==> config.mk <==
export PLATFORM = sky130hd
export DESIGN_NAME = cxio_core
export DESIGN_NICKNAME = d
export VERILOG_FILES = /design/src/core/cxio_pkg.sv /design/src/core/cxio_core.sv /design/src/core/cxio_alu.sv /design/src/core/cxio_fetch.sv
export SDC_FILE = /design/constraint.sdc
export NUM_CORES = 1
export LEC_CHECK = 0
export BUFFER_PORTS_ARGS = -buffer_cell sky130_fd_sc_hd__buf_2
export CAP_MARGIN = 20
export CORE_ASPECT_RATIO = 0.9
export CORE_MARGIN = 8
export CORE_UTILIZATION = 40
export DETAILED_ROUTE_END_ITERATION = 7
export GPL_ROUTABILITY_DRIVEN = 0
export PLACE_DENSITY_LB_ADDON = 0.08
export SYNTH_ARGS = -nofsm -noshare
export SYNTH_HDL_FRONTEND = slang
export SYNTH_HIERARCHICAL = 1
export SYNTH_SLANG_ARGS = --single-unit
==> constraint.sdc <==
create_clock -name core_clk -period 5.3 [get_ports core_clk]
set_input_delay 0.53 -clock core_clk [delete_from_list [all_inputs] [get_ports core_clk]]
set_output_delay 0.53 -clock core_clk [all_outputs]
set_load 0.02 [all_outputs]
==> src/core/cxio_pkg.sv <==
// Shared constants, opcodes and carrier types for the execution slice.
package cxio_pkg;
   // ----------------------------------------------------------------
   // Opcodes
   // ----------------------------------------------------------------
   localparam logic [7:0] OP_INCA = 8'h4C;
   localparam logic [7:0] OP_INCB = 8'h5C;
   localparam logic [7:0] OP_INCE = 8'h7C;
   localparam logic [7:0] OP_INCI = 8'h6C;
   localparam logic [7:0] OP_SPINC = 8'h31;
   localparam logic [7:0] OP_IXINC = 8'h08;
   localparam logic [7:0] OP_JMPE = 8'h7E;
   localparam logic [7:0] OP_JMPI = 8'h6E;
   localparam logic [7:0] OP_CALLE = 8'hBD;
   localparam logic [7:0] OP_CALLI = 8'hAD;
   localparam logic [7:0] OP_LSRA = 8'h44;
   localparam logic [7:0] OP_LSRB = 8'h54;
   localparam logic [7:0] OP_LSRE = 8'h74;
   localparam logic [7:0] OP_LSRI = 8'h64;
   localparam logic [7:0] OP_NEGA = 8'h40;
   localparam logic [7:0] OP_NEGB = 8'h50;
   localparam logic [7:0] OP_NEGE = 8'h70;
   localparam logic [7:0] OP_NEGI = 8'h60;
   localparam logic [7:0] OP_NOOP = 8'h01;
   // Load and OR groups: low nibble selects the operation.
   localparam logic [3:0] NIB_LDA = 4'h6;
   localparam logic [3:0] NIB_ORA = 4'hA;
   localparam logic [3:0] NIB_LDS = 4'hE;
   // ----------------------------------------------------------------
   // Constants
   // ----------------------------------------------------------------
   localparam logic [7:0] BYTE_ZERO = 8'h00;
   localparam logic [7:0] BYTE_MAXPOS = 8'h7F;
   localparam logic [7:0] BYTE_MINNEG = 8'h80;
   localparam logic [15:0] RET_EXT = 16'h0003;
   localparam logic [15:0] RET_IDX = 16'h0002;
   localparam logic [15:0] WORD_ONE = 16'h0001;
   localparam logic [15:0] RESET_PC = 16'h0000;
   localparam logic [15:0] RESET_SP = 16'h0000;
   localparam int CC_H = 5;
   localparam int CC_N = 3;
   localparam int CC_Z = 2;
   localparam int CC_V = 1;
   localparam int CC_C = 0;
   localparam logic [7:0] CC_RESET = 8'hD0;
   // Addressing mode codes, from opcode bits 5:4.
   localparam logic [1:0] AM_IMM = 2'h0;
   localparam logic [1:0] AM_DIR = 2'h1;
   localparam logic [1:0] AM_IDX = 2'h2;
   localparam logic [1:0] AM_EXT = 2'h3;
   // ----------------------------------------------------------------
   // Types
   // ----------------------------------------------------------------
   typedef struct packed {
      logic [15:0] addr;
      logic [7:0] wdata;
      logic rd;
      logic wr;
   } cxio_bus_t;
   typedef struct packed {
      logic [7:0] accA;
      logic [7:0] accB;
      logic [15:0] ix;
      logic [15:0] sp;
      logic [15:0] pc;
      logic [7:0] cc;
   } cxio_regs_t;
   typedef enum logic [2:0] {
      ALU_INC = 3'h0,
      ALU_LSR = 3'h1,
      ALU_NEG = 3'h2,
      ALU_LD = 3'h3,
      ALU_OR = 3'h4
   } cxio_alu_t;
endpackage

==> src/core/cxio_core.sv <==
// Execution sequencer and register set for one slice of the instruction set.
//
// Function
// - Increment adds one to accumulator or memory; V only when operand 7F.
// - Stack pointer increment adds one, flags untouched, four cycles.
// - Index increment adds one, only Z changes over 16 bits.
// - Jump loads PC with extended or indexed address, flags untouched.
// - Call forms return address PC+3 extended or PC+2 indexed first.
// - Call pushes low then high return byte, decrementing stack each time.
// - Call takes nine cycles extended, eight cycles indexed.
// - Accumulator load copies operand, sets N and Z, clears V.
// - Accumulator load takes 2, 3, 4, 5 cycles by mode.
// - Stack load fills high then low byte, N and Z over 16 bits.
// - Stack and index loads take 3, 4, 5, 6 cycles by mode.
// - Index load fills high then low byte, N and Z over 16 bits.
// - Shift right moves bits toward bit 0, zero into bit 7, C old bit 0.
// - Shift right sets V to N xor C; 2, 6 or 7 cycles.
// - Negate gives zero minus operand; 80 stays and alone sets V.
// - Negate sets C unless operand was 00; H untouched.
// - No-operation only advances PC, two cycles.
// - Inclusive OR into accumulator, N and Z updated, V cleared.
`timescale 1ns/10ps
module cxio_core (
   // Clock and reset
   input wire logic core_clk,
   input wire logic rst,
   // Memory bus
   input wire logic [7:0] memRdata,
   output cxio_pkg::cxio_bus_t busOut,
   // Architectural state
   output cxio_pkg::cxio_regs_t regsOut,
   output logic fetchStrobe
);
   import cxio_pkg::*;

   // ----------------------------------------------------------------
   // State
   // ----------------------------------------------------------------
   typedef enum logic [5:0] {
      ST_FETCH = 6'b000001,
      ST_OPND = 6'b000010,
      ST_MEMRD = 6'b000100,
      ST_EXEC = 6'b001000,
      ST_WAIT = 6'b010000,
      ST_PUSH = 6'b100000
   } cxio_state_t;

   cxio_state_t state_q;
   cxio_regs_t r_q;
   cxio_bus_t bus_q;
   logic [7:0] op_q;
   logic [1:0] opndLeft_q;
   logic [1:0] memLeft_q;
   logic [3:0] wait_q;
   logic [15:0] ea_q;
   logic [15:0] ret_q;
   logic pushHigh_q;
   logic [7:0] mdat_q;
   logic strobe_q;
   logic [15:0] opWord;
   logic [7:0] aluRes;
   logic [7:0] aluCc;
   logic [7:0] aluAcc;
   cxio_alu_t aluOp;
   logic [15:0] wNow;
   logic [15:0] pcInc;

   // ----------------------------------------------------------------
   // Decode helpers
   // ----------------------------------------------------------------
   // Total cycle count for an opcode, one fetch cycle included.
   function automatic logic [3:0] cyclesOf(input logic [7:0] op);
      logic [1:0] am;
      am = op[5:4];
      cyclesOf = 4'd2;
      if (op == OP_SPINC || op == OP_IXINC) cyclesOf = 4'd4;
      else if (op == OP_JMPE) cyclesOf = 4'd3;
      else if (op == OP_JMPI) cyclesOf = 4'd4;
      else if (op == OP_CALLE) cyclesOf = 4'd9;
      else if (op == OP_CALLI) cyclesOf = 4'd8;
      else if (op[7] && (op[3:0] == NIB_LDA || op[3:0] == NIB_ORA))
         cyclesOf = 4'd2 + {2'b00, am == AM_EXT ? 2'd2 : am == AM_IDX ? 2'd3 : am};
      else if (op[7] && op[3:0] == NIB_LDS)
         cyclesOf = 4'd3 + {2'b00, am == AM_EXT ? 2'd2 : am == AM_IDX ? 2'd3 : am};
      else if (op[7:4] == 4'h7) cyclesOf = 4'd6;
      else if (op[7:4] == 4'h6) cyclesOf = 4'd7;
   endfunction

   // Operand bytes following the opcode.
   function automatic logic [1:0] opndOf(input logic [7:0] op);
      opndOf = 2'd0;
      if (op[7] || op[7:4] == 4'h6 || op[7:4] == 4'h7) begin
         opndOf = (op[5:4] == AM_EXT) ? 2'd2 : 2'd1;
         if (op[7] && op[3:0] == NIB_LDS && op[5:4] == AM_IMM) opndOf = 2'd2;
      end
   endfunction

   // Memory data bytes read at the effective address.
   function automatic logic [1:0] memOf(input logic [7:0] op);
      memOf = 2'd0;
      if (op == OP_JMPE || op == OP_JMPI || op == OP_CALLE || op == OP_CALLI) memOf = 2'd0;
      else if (op[7] && op[5:4] != AM_IMM) memOf = (op[3:0] == NIB_LDS) ? 2'd2 : 2'd1;
      else if (op[7:4] == 4'h6 || op[7:4] == 4'h7) memOf = 2'd1;
   endfunction

   // Effective address from the collected operand.
   function automatic logic [15:0] eaOf(input logic [7:0] op, input logic [15:0] w,
                                        input logic [15:0] ix);
      unique case (op[5:4])
         AM_DIR: eaOf = {8'h00, w[7:0]};
         AM_IDX: eaOf = ix + {8'h00, w[7:0]};
         default: eaOf = w;
      endcase
   endfunction

   // Idle bus, or the next opcode fetch when one cycle of the length is left.
   function automatic cxio_bus_t endBus(input logic [3:0] left, input logic [15:0] a);
      endBus = '{addr: a, wdata: BYTE_ZERO, rd: (left == 4'd1), wr: 1'b0};
   endfunction

   // Fetch next when the length is used up, otherwise pad in the wait state.
   function automatic cxio_state_t endState(input logic [3:0] left);
      endState = (left == 4'd1) ? ST_FETCH : ST_WAIT;
   endfunction

   // Register set after a load or OR has taken its last byte.
   function automatic cxio_regs_t loadRegs(input cxio_regs_t r, input logic [7:0] op,
                                           input logic [15:0] w, input logic [7:0] res,
                                           input logic [7:0] cc, input logic [15:0] pc);
      loadRegs = r;
      loadRegs.pc = pc;
      if (op[3:0] == NIB_LDS) begin
         // High byte came first, so it sits in the upper half.
         loadRegs.cc[CC_N] = w[15];
         loadRegs.cc[CC_Z] = (w == 16'h0000);
         loadRegs.cc[CC_V] = 1'b0;
         if (op[6]) loadRegs.ix = w;
         else loadRegs.sp = w;
      end else begin
         loadRegs.cc = cc;
         if (op[6]) loadRegs.accB = res;
         else loadRegs.accA = res;
      end
   endfunction

   // ----------------------------------------------------------------
   // Operand collector and ALU
   // ----------------------------------------------------------------
   cxio_fetch u_fetch (
      .core_clk(core_clk),
      .rst(rst),
      .clear(state_q == ST_FETCH),
      .take((state_q == ST_OPND) || (state_q == ST_MEMRD)),
      .din(memRdata),
      .word(opWord)
   );

   // Operand word with the byte on the bus now, and the next program address.
   assign wNow = {opWord[7:0], memRdata};
   assign pcInc = r_q.pc + WORD_ONE;

   // Memory-form shifts operate on the fetched byte, register forms on the accumulator.
   always_comb begin
      aluAcc = op_q[6] ? r_q.accB : r_q.accA;
      if (op_q[7]) aluAcc = op_q[6] ? r_q.accB : r_q.accA;
      else if (op_q[5]) aluAcc = mdat_q;
      else aluAcc = op_q[4] ? r_q.accB : r_q.accA;
      if (op_q[7]) aluOp = (op_q[3:0] == NIB_ORA) ? ALU_OR : ALU_LD;
      else if (op_q[3:0] == OP_LSRA[3:0]) aluOp = ALU_LSR;
      else if (op_q[3:0] == OP_NEGA[3:0]) aluOp = ALU_NEG;
      else aluOp = ALU_INC;
   end

   cxio_alu u_alu (
      .op(aluOp),
      .acc(aluAcc),
      .mem(memRdata),
      .ccIn(r_q.cc),
      .res(aluRes),
      .ccOut(aluCc)
   );

   // ----------------------------------------------------------------
   // Sequencer
   // ----------------------------------------------------------------
   // Six-flop one-hot state plus cycle padding; memory is assumed to answer in one cycle.
   always_ff @(posedge core_clk or posedge rst) begin
      if (rst) begin
         state_q <= ST_FETCH;
         op_q <= OP_NOOP;
         opndLeft_q <= 2'd0;
         memLeft_q <= 2'd0;
         wait_q <= 4'd0;
         ea_q <= RESET_PC;
         ret_q <= RESET_PC;
         pushHigh_q <= 1'b0;
         mdat_q <= BYTE_ZERO;
         strobe_q <= 1'b0;
         r_q <= '{accA: BYTE_ZERO, accB: BYTE_ZERO, ix: 16'h0000, sp: RESET_SP,
                  pc: RESET_PC, cc: CC_RESET};
         bus_q <= '{addr: RESET_PC, wdata: BYTE_ZERO, rd: 1'b1, wr: 1'b0};
      end else begin
         strobe_q <= 1'b0;
         // Work ends on the edge that takes its last byte, so the short forms keep their length.
         if (wait_q != 4'd0) wait_q <= wait_q - 4'd1;
         unique case (state_q)
            ST_FETCH: begin
               op_q <= memRdata;
               strobe_q <= 1'b1;
               r_q.pc <= pcInc;
               wait_q <= cyclesOf(memRdata) - 4'd1;
               opndLeft_q <= opndOf(memRdata);
               memLeft_q <= memOf(memRdata);
               bus_q.addr <= pcInc;
               bus_q.rd <= (opndOf(memRdata) != 2'd0);
               if (opndOf(memRdata) != 2'd0) state_q <= ST_OPND;
               else state_q <= ST_EXEC;
            end
            ST_OPND: begin
               r_q.pc <= pcInc;
               opndLeft_q <= opndLeft_q - 2'd1;
               bus_q.addr <= pcInc;
               if (opndLeft_q == 2'd1) begin
                  ea_q <= eaOf(op_q, wNow, r_q.ix);
                  if (op_q == OP_JMPE || op_q == OP_JMPI) begin
                     r_q.pc <= eaOf(op_q, wNow, r_q.ix);
                     bus_q <= endBus(wait_q, eaOf(op_q, wNow, r_q.ix));
                     state_q <= endState(wait_q);
                  end else if (op_q == OP_CALLE || op_q == OP_CALLI) begin
                     // PC now points past the instruction, so this is start + 3 or + 2.
                     ret_q <= pcInc;
                     bus_q <= '{addr: r_q.sp, wdata: pcInc[7:0], rd: 1'b0, wr: 1'b1};
                     pushHigh_q <= 1'b0;
                     state_q <= ST_PUSH;
                  end else if (memLeft_q != 2'd0) begin
                     bus_q.addr <= eaOf(op_q, wNow, r_q.ix);
                     state_q <= ST_MEMRD;
                  end else begin
                     r_q <= loadRegs(r_q, op_q, wNow, aluRes, aluCc, pcInc);
                     bus_q <= endBus(wait_q, pcInc);
                     state_q <= endState(wait_q);
                  end
               end
            end
            ST_MEMRD: begin
               mdat_q <= memRdata;
               memLeft_q <= memLeft_q - 2'd1;
               bus_q.addr <= bus_q.addr + WORD_ONE;
               if (memLeft_q == 2'd1) begin
                  if (op_q[7]) begin
                     r_q <= loadRegs(r_q, op_q, wNow, aluRes, aluCc, r_q.pc);
                     bus_q <= endBus(wait_q, r_q.pc);
                     state_q <= endState(wait_q);
                  end else begin
                     bus_q.rd <= 1'b0;
                     state_q <= ST_EXEC;
                  end
               end
            end
            ST_EXEC: begin
               bus_q <= endBus(wait_q, r_q.pc);
               state_q <= endState(wait_q);
               if (op_q == OP_SPINC) r_q.sp <= r_q.sp + WORD_ONE;
               else if (op_q == OP_IXINC) begin
                  r_q.ix <= r_q.ix + WORD_ONE;
                  r_q.cc[CC_Z] <= ((r_q.ix + WORD_ONE) == 16'h0000);
               end else if (op_q == OP_NOOP) begin
                  r_q.pc <= r_q.pc;
               end else begin
                  r_q.cc <= aluCc;
                  if (op_q[5]) begin
                     // Memory forms write back with one strobe; they always have slack left.
                     bus_q <= '{addr: ea_q, wdata: aluRes, rd: 1'b0, wr: 1'b1};
                     state_q <= ST_WAIT;
                  end else if (op_q[4]) r_q.accB <= aluRes;
                  else r_q.accA <= aluRes;
               end
            end
            ST_PUSH: begin
               r_q.sp <= r_q.sp - WORD_ONE;
               if (!pushHigh_q) begin
                  bus_q <= '{addr: r_q.sp - WORD_ONE, wdata: ret_q[15:8], rd: 1'b0, wr: 1'b1};
                  pushHigh_q <= 1'b1;
               end else begin
                  r_q.pc <= ea_q;
                  bus_q <= endBus(wait_q, ea_q);
                  state_q <= endState(wait_q);
               end
            end
            ST_WAIT: begin
               bus_q <= endBus(wait_q, r_q.pc);
               state_q <= endState(wait_q);
            end
            default: state_q <= ST_FETCH;
         endcase
      end
   end

   assign busOut = bus_q;
   assign regsOut = r_q;
   assign fetchStrobe = strobe_q;

   // ----------------------------------------------------------------
   // Checks
   // ----------------------------------------------------------------
   property p_spinc_flags;
      @(posedge core_clk) disable iff (rst)
      (state_q == ST_EXEC && op_q == OP_SPINC) |=> (r_q.cc == $past(r_q.cc));
   endproperty
   a_spinc_flags: assert property (p_spinc_flags) else $error("sp inc changed flags");

   property p_ixinc_z;
      @(posedge core_clk) disable iff (rst)
      (state_q == ST_EXEC && op_q == OP_IXINC) |=> (r_q.cc[CC_Z] == (r_q.ix == 16'h0000));
   endproperty
   a_ixinc_z: assert property (p_ixinc_z) else $error("index inc Z wrong");

   property p_jump_pc;
      @(posedge core_clk) disable iff (rst)
      (state_q == ST_OPND && opndLeft_q == 2'd1 && (op_q == OP_JMPE || op_q == OP_JMPI))
         |=> (r_q.pc == ea_q);
   endproperty
   a_jump_pc: assert property (p_jump_pc) else $error("jump target wrong");

   property p_call_push;
      @(posedge core_clk) disable iff (rst)
      (state_q == ST_PUSH && !pushHigh_q)
         |-> bus_q.wr && bus_q.addr == r_q.sp
             ##1 bus_q.wr && bus_q.addr == $past(r_q.sp) - WORD_ONE
             ##1 !bus_q.wr && r_q.sp == $past(r_q.sp, 2) - RET_IDX;
   endproperty
   a_call_push: assert property (p_call_push) else $error("call push wrong");

   property p_fetch_spacing;
      @(posedge core_clk) disable iff (rst)
      (state_q == ST_FETCH && memRdata == OP_CALLE) |=> (state_q != ST_FETCH) [*8] ##1
         (state_q == ST_FETCH);
   endproperty
   a_fetch_spacing: assert property (p_fetch_spacing) else $error("call length wrong");

   property p_neg_carry;
      @(posedge core_clk) disable iff (rst)
      (state_q == ST_EXEC && aluOp == ALU_NEG && !op_q[5]) |=>
         (r_q.cc[CC_C] == ($past(aluAcc) != BYTE_ZERO));
   endproperty
   a_neg_carry: assert property (p_neg_carry) else $error("negate carry wrong");

   property p_lsr_v;
      @(posedge core_clk) disable iff (rst)
      (state_q == ST_EXEC && aluOp == ALU_LSR && !op_q[7] && !op_q[5]) |=>
         (r_q.cc[CC_V] == (r_q.cc[CC_N] ^ r_q.cc[CC_C])) && !r_q.cc[CC_N];
   endproperty
   a_lsr_v: assert property (p_lsr_v) else $error("shift V wrong");

   property p_noop_regs;
      @(posedge core_clk) disable iff (rst)
      (state_q == ST_EXEC && op_q == OP_NOOP) |=> (r_q == $past(r_q));
   endproperty
   a_noop_regs: assert property (p_noop_regs) else $error("no-op changed state");
endmodule // cxio_core

==> src/core/cxio_alu.sv <==
// Byte ALU for increment, shift, negate, load and inclusive OR.
`timescale 1ns/10ps
module cxio_alu (
   // Operation select and operands
   input wire cxio_pkg::cxio_alu_t op,
   input wire logic [7:0] acc,
   input wire logic [7:0] mem,
   input wire logic [7:0] ccIn,
   // Result
   output logic [7:0] res,
   output logic [7:0] ccOut
);
   import cxio_pkg::*;
   // ----------------------------------------------------------------
   // Result and flags
   // ----------------------------------------------------------------
   // Operand is acc for single-operand ops; the caller routes memory bytes into acc.
   always_comb begin
      res = acc;
      ccOut = ccIn;
      unique case (op)
         ALU_INC: begin
            res = acc + 8'h01;
            ccOut[CC_V] = (acc == BYTE_MAXPOS);
         end
         ALU_LSR: begin
            res = {1'b0, acc[7:1]};
            ccOut[CC_C] = acc[0];
            ccOut[CC_V] = acc[0]; // N is zero so V = N ^ C = C
         end
         ALU_NEG: begin
            res = BYTE_ZERO - acc;
            ccOut[CC_V] = (acc == BYTE_MINNEG);
            ccOut[CC_C] = (acc != BYTE_ZERO);
         end
         ALU_LD: begin
            res = mem;
            ccOut[CC_V] = 1'b0;
         end
         ALU_OR: begin
            res = acc | mem;
            ccOut[CC_V] = 1'b0;
         end
         default: res = acc;
      endcase
      ccOut[CC_N] = res[7];
      ccOut[CC_Z] = (res == BYTE_ZERO);
   end
endmodule // cxio_alu

==> src/core/cxio_fetch.sv <==
// Operand byte collector: gathers up to two bytes in order, high first.
`timescale 1ns/10ps
module cxio_fetch (
   // Clock and reset
   input wire logic core_clk,
   input wire logic rst,
   // Control
   input wire logic clear,
   input wire logic take,
   input wire logic [7:0] din,
   // Collected word
   output logic [15:0] word
);
   // Shift in so the first byte ends high after two takes.
   always_ff @(posedge core_clk or posedge rst) begin
      if (rst) begin
         word <= 16'h0000;
      end else if (clear) begin
         word <= 16'h0000;
      end else if (take) begin
         word <= {word[7:0], din};
      end
   end
endmodule // cxio_fetch

==> flow_metrics.py, run 1 <==
metrics = {
    "status": {
        "run_status": "finished clean",
    },
    "floorplanning": {
        "dieHeight_um": 184,
        "die_w_um": 203,
        "fp.dieArea_um2": 37400,
        "rows": 61,
        "core-area_um2": 30900,
        "io_pins": 109,
        "start_util_pct": 40.7,
    },
    "grt": {
        "grt_pass1_vias": 12500,
        "antenna_found_initial": 3,
        "grt_max_degree": 61,
        "grt-busiest-layer": "met2",
        "grt_use_met3_pct": 8.00,
        "overflow": 0,
        "grtUsageMet2_pct": 42.0,
        "grt_pass1_wl_mm": 81.5,
        "globalRouteMet1Util_pct": 39.5,
        "grtUsageTotal_pct": 28.3,
    },
    "clock_tree": {
        "ctsHtreeMaxLevel": 4,
        "cts_tree": "built",
        "clock_latency_ns": 0.46,
        "cts_buffer_depth": 2,
        "cts_setup_buffers": 0,
        "numCtsBuffers": 17,
        "clockRootBuffer": "clkbuf_16",
        "clkTransAtPathRegs_ns": 0.07,
        "cts.sinks": 162,
        "holdBufCountCts": 0,
        "post_cts_resized": 0,
    },
    "job": {
        "maxCapViolations": 0,
    },
    "placed_design": {
        "detailed_place_hpwl_mm": 39.4,
        "portBuffers": 108,
        "dp_cells": 1998,
        "place_area_um2": 13300,
    },
    "yosys": {
        "synthesis.nets": 1623,
        "syn-cell-area_um2": 12600,
        "yosys_warnings": 6,
        "synthCells": 1579,
        "syn_avg_cell_area_um2": 7.97,
    },
    "sta": {
        "hold_viol": 0,
        "fin_crit_sh_pct": 79.4,
        "period_minus_slack_ns": 4.21,
        "relSlewSlack_pct": 24.0,
        "setup_viol": 0,
        "setup_tns_ns": 0,
        "clock_skew_ns": 0.0168,
        "max_freq_ghz": 0.238,
        "tightest_slew_ns": 1.13,
        "rsz0062_at_grt": "no",
        "drv_slew": 0,
    },
    "detailed_routing": {
        "via_count": 13100,
        "route.detailed.drc": 0,
        "first_pass_iters": 7,
        "wl_per_cell_um": 26.4,
        "viasPerCell": 6.46,
        "ant_nets": 0,
        "wl_mm": 53.7,
        "drtIter0Drc": 1694,
    },
    "critical_path": {
        "path_buf_inv": 1,
        "end_kind": "register",
        "r2r_start": "op_q[7]",
        "crit_path_frequent_cell": "nor3_1",
        "required_ns": 5.66,
        "crit_start": "op_q[7]",
        "cp_slowest_cell": "dfrtp_1",
        "r2r_end": "regsOut[2]",
        "cp_num_cells": 14,
        "r2r_slack_ns": 1.09,
        "path_class": "register to register",
        "path_cells": "nor3_1 > a21oi_1 > o22ai_1 > nor2_1 > inv_1 > ha_1 > nand2b_1 > a22oi_1 > a311o_1 > nor3_1 > nor4bb_1 > a21o_1 > mux2i_1 > o31ai_1",
        "crit_end": "regsOut[2]",
        "worstPathMaxFanout": 23,
        "arrival_ns": 4.57,
        "crit_family": "compound AO/OA/AOI/OAI gates",
        "ff2ff_path_depth": 14,
        "start_kind": "register",
        "cp_slowest_stage_delay_ns": 0.77,
    },
    "finish": {
        "nFillCells": 3178,
        "seq_area_um2": 4060,
        "multi_input_area_um2": 7820,
        "drive_above_1_share_pct": 13.8,
        "area_growth_pct": 10.8,
        "nets": 1653,
        "fin_area_um2": 13900,
        "final_cells": 2033,
    },
    "pwr": {
        "power_mw": 9.49,
        "power.leakage_nw": 5.88,
        "irDropWorstVdd_mv": 0.323,
        "p_per_area_nw_per_um2": 681,
    },
    "min_path": {
        "hold_class": "input pin to asynchronous set/reset pin",
    },
}
[area by class of cell]
type / instances / area share, %
Sequential cell: 162 / 29.2
Inverter: 39 / 1.09
Clock buffer: 18 / 3.15
Timing Repair Buffer: 138 / 5.50
Clock inverter: 14 / 1.28
Tap cell: 409 / 3.67
Antenna cell: 2 / 0.0359
Multi-Input combinational cell: 1251 / 56.1
[where the power goes]
group / internal (mW) / switching, mW / total, mW
Sequential: 1.71 / 0.861 / 2.57
Clock: 0.761 / 0.581 / 1.34
Combinational: 1.85 / 3.72 / 5.57
[layout by cell type (no fill, tap or decap), types with 18 or more instances in the layout]
master	count
a31oi_1	30
o22ai_1	25
dfrtp_1	156
nor3_1	42
buf_4	30
and3_1	22
a221o_1	18
mux2_2	22
mux2i_1	22
o21ai_0	123
nand4_1	21
nor2_1	156
inv_1	36
nand3_1	45
a21oi_1	102
nand2_1	194
ha_1	33
xor2_1	34
nor4_1	22
buf_2	108
xnor2_1	37
a22oi_1	35
[registers in the layout, summed over array words and instances (netlist names), 4 cells and up]
signal / flops
op_q: 8
mdat_q: 8
regsOut: 72
u_fetch/word: 8
state_q: 6
ret_q: 8
ea_q: 16
busOut: 26
wait_q: 4
[routing by layer]
layer	vias up	routed length [um]
met5	-	27
met4	4	1270
met3	86	6600
met2	788	22800
met1	6359	23000
li1	5906	-
[worst min-delay path by stage]
stage	start	endpoint	slack (ns)	cells past startpoint
2_1_floorplan	rst	u_fetch/word[0]	0.35	1
3_3_place_gp	mdat_q[2]	mdat_q[2]	0.46	2
3_5_place_dp	mdat_q[2]	mdat_q[2]	0.49	2
4_1_cts	rst	u_fetch/word[1]	0.07	2
5_1_grt	rst	u_fetch/word[6]	0.09	2
6_report	rst	u_fetch/word[4]	0.07	2
[per-stage QoR]
step / worst slack [ns] / hold WS [ns] / utilization [%]
floorplan: 0.630 / 0.346 / -
global placement: 1.39 / 0.465 / 43.0
detailed placement: 1.22 / 0.486 / 43.0
CTS: 1.19 / 0.0722 / 45.0
global route: 0.797 / 0.0869 / 45.1
finish: 1.09 / 0.0684 / 45.1
(Power assumes the default switching activity.)
==> inputs of run 2 (changes only) <==
==> constraint.sdc (replaced) <==
create_clock -name core_clk -period 3.8 [get_ports core_clk]
set_input_delay 0.38 -clock core_clk [delete_from_list [all_inputs] [get_ports core_clk]]
set_output_delay 0.38 -clock core_clk [all_outputs]
set_load 0.02 [all_outputs]
==> run 2 against run 1 <==
Cell count up 3.0%. Sequential share of layout area decreased by 1.0 points. Die area unchanged. Fmax increased by 24%. Clock-buffer cell count fell by 1. First-iteration DRC count increased by 7.7%. Total power up 47%. Worst setup slack worse by 0.69 ns. Critical path depth increased by 1. Largest cell class unchanged. Clock skew fell by 0.0014 ns. Wire length down 1.2%.
==> flow_metrics.py, run 2 (synthesized netlist as in run 1, its figures left out) <==
metrics = {
    "status": {
        "run_status": "finished clean",
    },
    "detailed_routing": {
        "via_count": 13400,
        "ant_nets": 0,
        "first_pass_iters": 7,
        "wl_mm": 53.1,
        "route.detailed.drc": 0,
        "wl_per_cell_um": 25.4,
        "viasPerCell": 6.39,
        "drtIter0Drc": 1824,
    },
    "pwr": {
        "power.leakage_nw": 6.20,
        "switchingPower_mw": 7.42,
        "irDropWorstVdd_mv": 0.486,
        "p_clk_share_pct": 14.1,
        "pwr-share-comb_pct": 61.5,
        "pwr-share-seq_pct": 24.4,
        "internal-power_mw": 6.52,
        "p_sw_share_pct": 53.2,
        "p_per_area_nw_per_um2": 966,
    },
    "sta": {
        "setup_viol": 0,
        "max_freq_ghz": 0.294,
        "period_minus_slack_ns": 3.40,
        "fin_crit_sh_pct": 89.5,
        "rsz0062_at_grt": "no",
        "clock_skew_ns": 0.0153,
        "tightest_slew_ns": 1.07,
        "relSlewSlack_pct": 28.5,
        "setup_tns_ns": 0,
        "hold_viol": 0,
        "drv_slew": 0,
    },
    "finish": {
        "final_cell_mix": "194 x nand2_1, 156 x nor2_1, 156 x dfrtp_1",
        "antenna-diode-count": 0,
        "largest_reg_flops": 72,
        "area_growth_pct": 14.8,
        "layout_commonest_cell": "nand2_1",
        "drive_above_1_share_pct": 17.0,
        "fin_area_um2": 14400,
        "nets": 1715,
    },
    "grt": {
        "grtUsageTotal_pct": 28.3,
        "grt_pass1_vias": 12500,
        "grt_max_degree": 111,
        "overflow": 0,
        "antenna_found_initial": 1,
        "grt_pass1_wl_mm": 81.7,
    },
    "clock_tree": {
        "ctsHtreeMaxLevel": 4,
        "numCtsBuffers": 17,
        "cts_setup_buffers": 0,
        "cts.sinks": 162,
        "cts_buffer_depth": 2,
        "clock_latency_ns": 0.45,
        "clockRootBuffer": "clkbuf_16",
        "cts_tree": "built",
        "clkTransAtPathRegs_ns": 0.07,
    },
    "min_path": {
        "hold_class": "input pin to register",
    },
    "placed_design": {
        "detailed_place_hpwl_mm": 39.1,
        "portBuffers": 108,
        "place_area_um2": 13800,
    },
    "critical_path": {
        "worstPathMaxFanout": 10,
        "cp_slowest_cell": "dfrtp_1",
        "crit_path_frequent_cell": "nand2_1",
        "start_kind": "register",
        "required_ns": 4.15,
        "path_cells": "inv_1 > nand2_1 > o21a_1 > o22ai_1 > nor2_1 > ha_1 > xor2_1 > mux4_1 > nand2_1 > nand2_1 > nor3_1 > nor4bb_1 > a21o_1 > mux2i_1 > o31ai_1",
        "path_class": "register to register",
        "cp_slowest_stage_delay_ns": 0.51,
        "arrival_ns": 3.75,
        "end_kind": "register",
    },
    "floorplanning": {
        "start_util_pct": 40.7,
        "io_pins": 109,
        "fp.dieArea_um2": 37400,
        "rows": 61,
        "die_w_um": 203,
        "core-area_um2": 30900,
        "dieHeight_um": 184,
    },
    "job": {
        "maxCapViolations": 0,
    },
}
-- run 2: path summary, 6_finish.rpt --
path	depth (start not counted)	endpoint	slack, ns	startpoint
worst min register to register	2	mdat_q[6]	0.53	mdat_q[6]
min in group asynchronous	3	u_fetch/word[0]	0.47	rst
worst max-delay path	15	regsOut[2]	0.40	op_q[5]
max in group asynchronous	4	pushHigh_q	2.56	rst
worst min-delay path	3	op_q[7]	0.30	memRdata[7]
worst max register to register	15	regsOut[2]	0.40	op_q[5]
-- run 2: power by group through the flow --
stage | Clock (mW) | Combinational, mW | Sequential (mW)
detailed placement | 0 | 8.33 | 3.38
CTS | 2.00 | 8.38 | 3.36
floorplan | 0 | 5.10 | 3.32
finish | 1.97 | 8.58 | 3.40
global placement | 0 | 8.33 | 3.38
global route | 2.07 | 9.21 | 3.49
-- run 2: worst max-delay path, delay by kind of cell (launching register included) --
family	cells	cell delay (ns)
flops	1	0.51
mux	2	0.55
fa+ha+maj	1	0.29
compound gates	4	0.56
simple gates	6	1.22
xor+xnor	1	0.07
buf+inv	1	0.11
-- run 2: final cells by class --
cell class                 count  area, um^2
fill                        3143       16500
multi-input combinational   1251        7820
sequential                   162        4060
timing repair buffer         200        1250
tap                          409         512
clock buffer                  17         425
clock inverter                15         220
inverter                      39         150
-- run 2: routing by layer --
layer	global-route usage, %	up-vias	share of wire [%]
met5	0	-	0
met3	5.76	115	9.2
met1	40.8	6528	45
met2	41.6	688	43
li1	-	6033	-
met4	9.16	0	3.1
-- run 2: through the flow --
| stage | worst slack, ns | hold slack [ns] | utilization (%) | std cells | power (mW) |
|---|---|---|---|---|---|
| after CTS | 0.323 | 0.287 | 46.7 | 2093 | 13.7 |
| after global routing | 0.120 | 0.292 | 46.7 | 2093 | 14.8 |
| after detailed placement | 0.340 | 0.397 | 44.6 | 2060 | 11.7 |
| final | 0.398 | 0.304 | 46.7 | 2093 | 13.9 |
| after global placement | 0.451 | 0.393 | 44.6 | 2060 | 11.7 |
| after floorplan | 0.544 | 0.196 | - | 1579 | 8.43 |
-- run 2: what timing repair did --
action,4_1_cts,5_1_grt
gates resized for setup,0,1
setup endpoints to repair,0,1
hold buffers,1,0
hold endpoints to repair,8,0
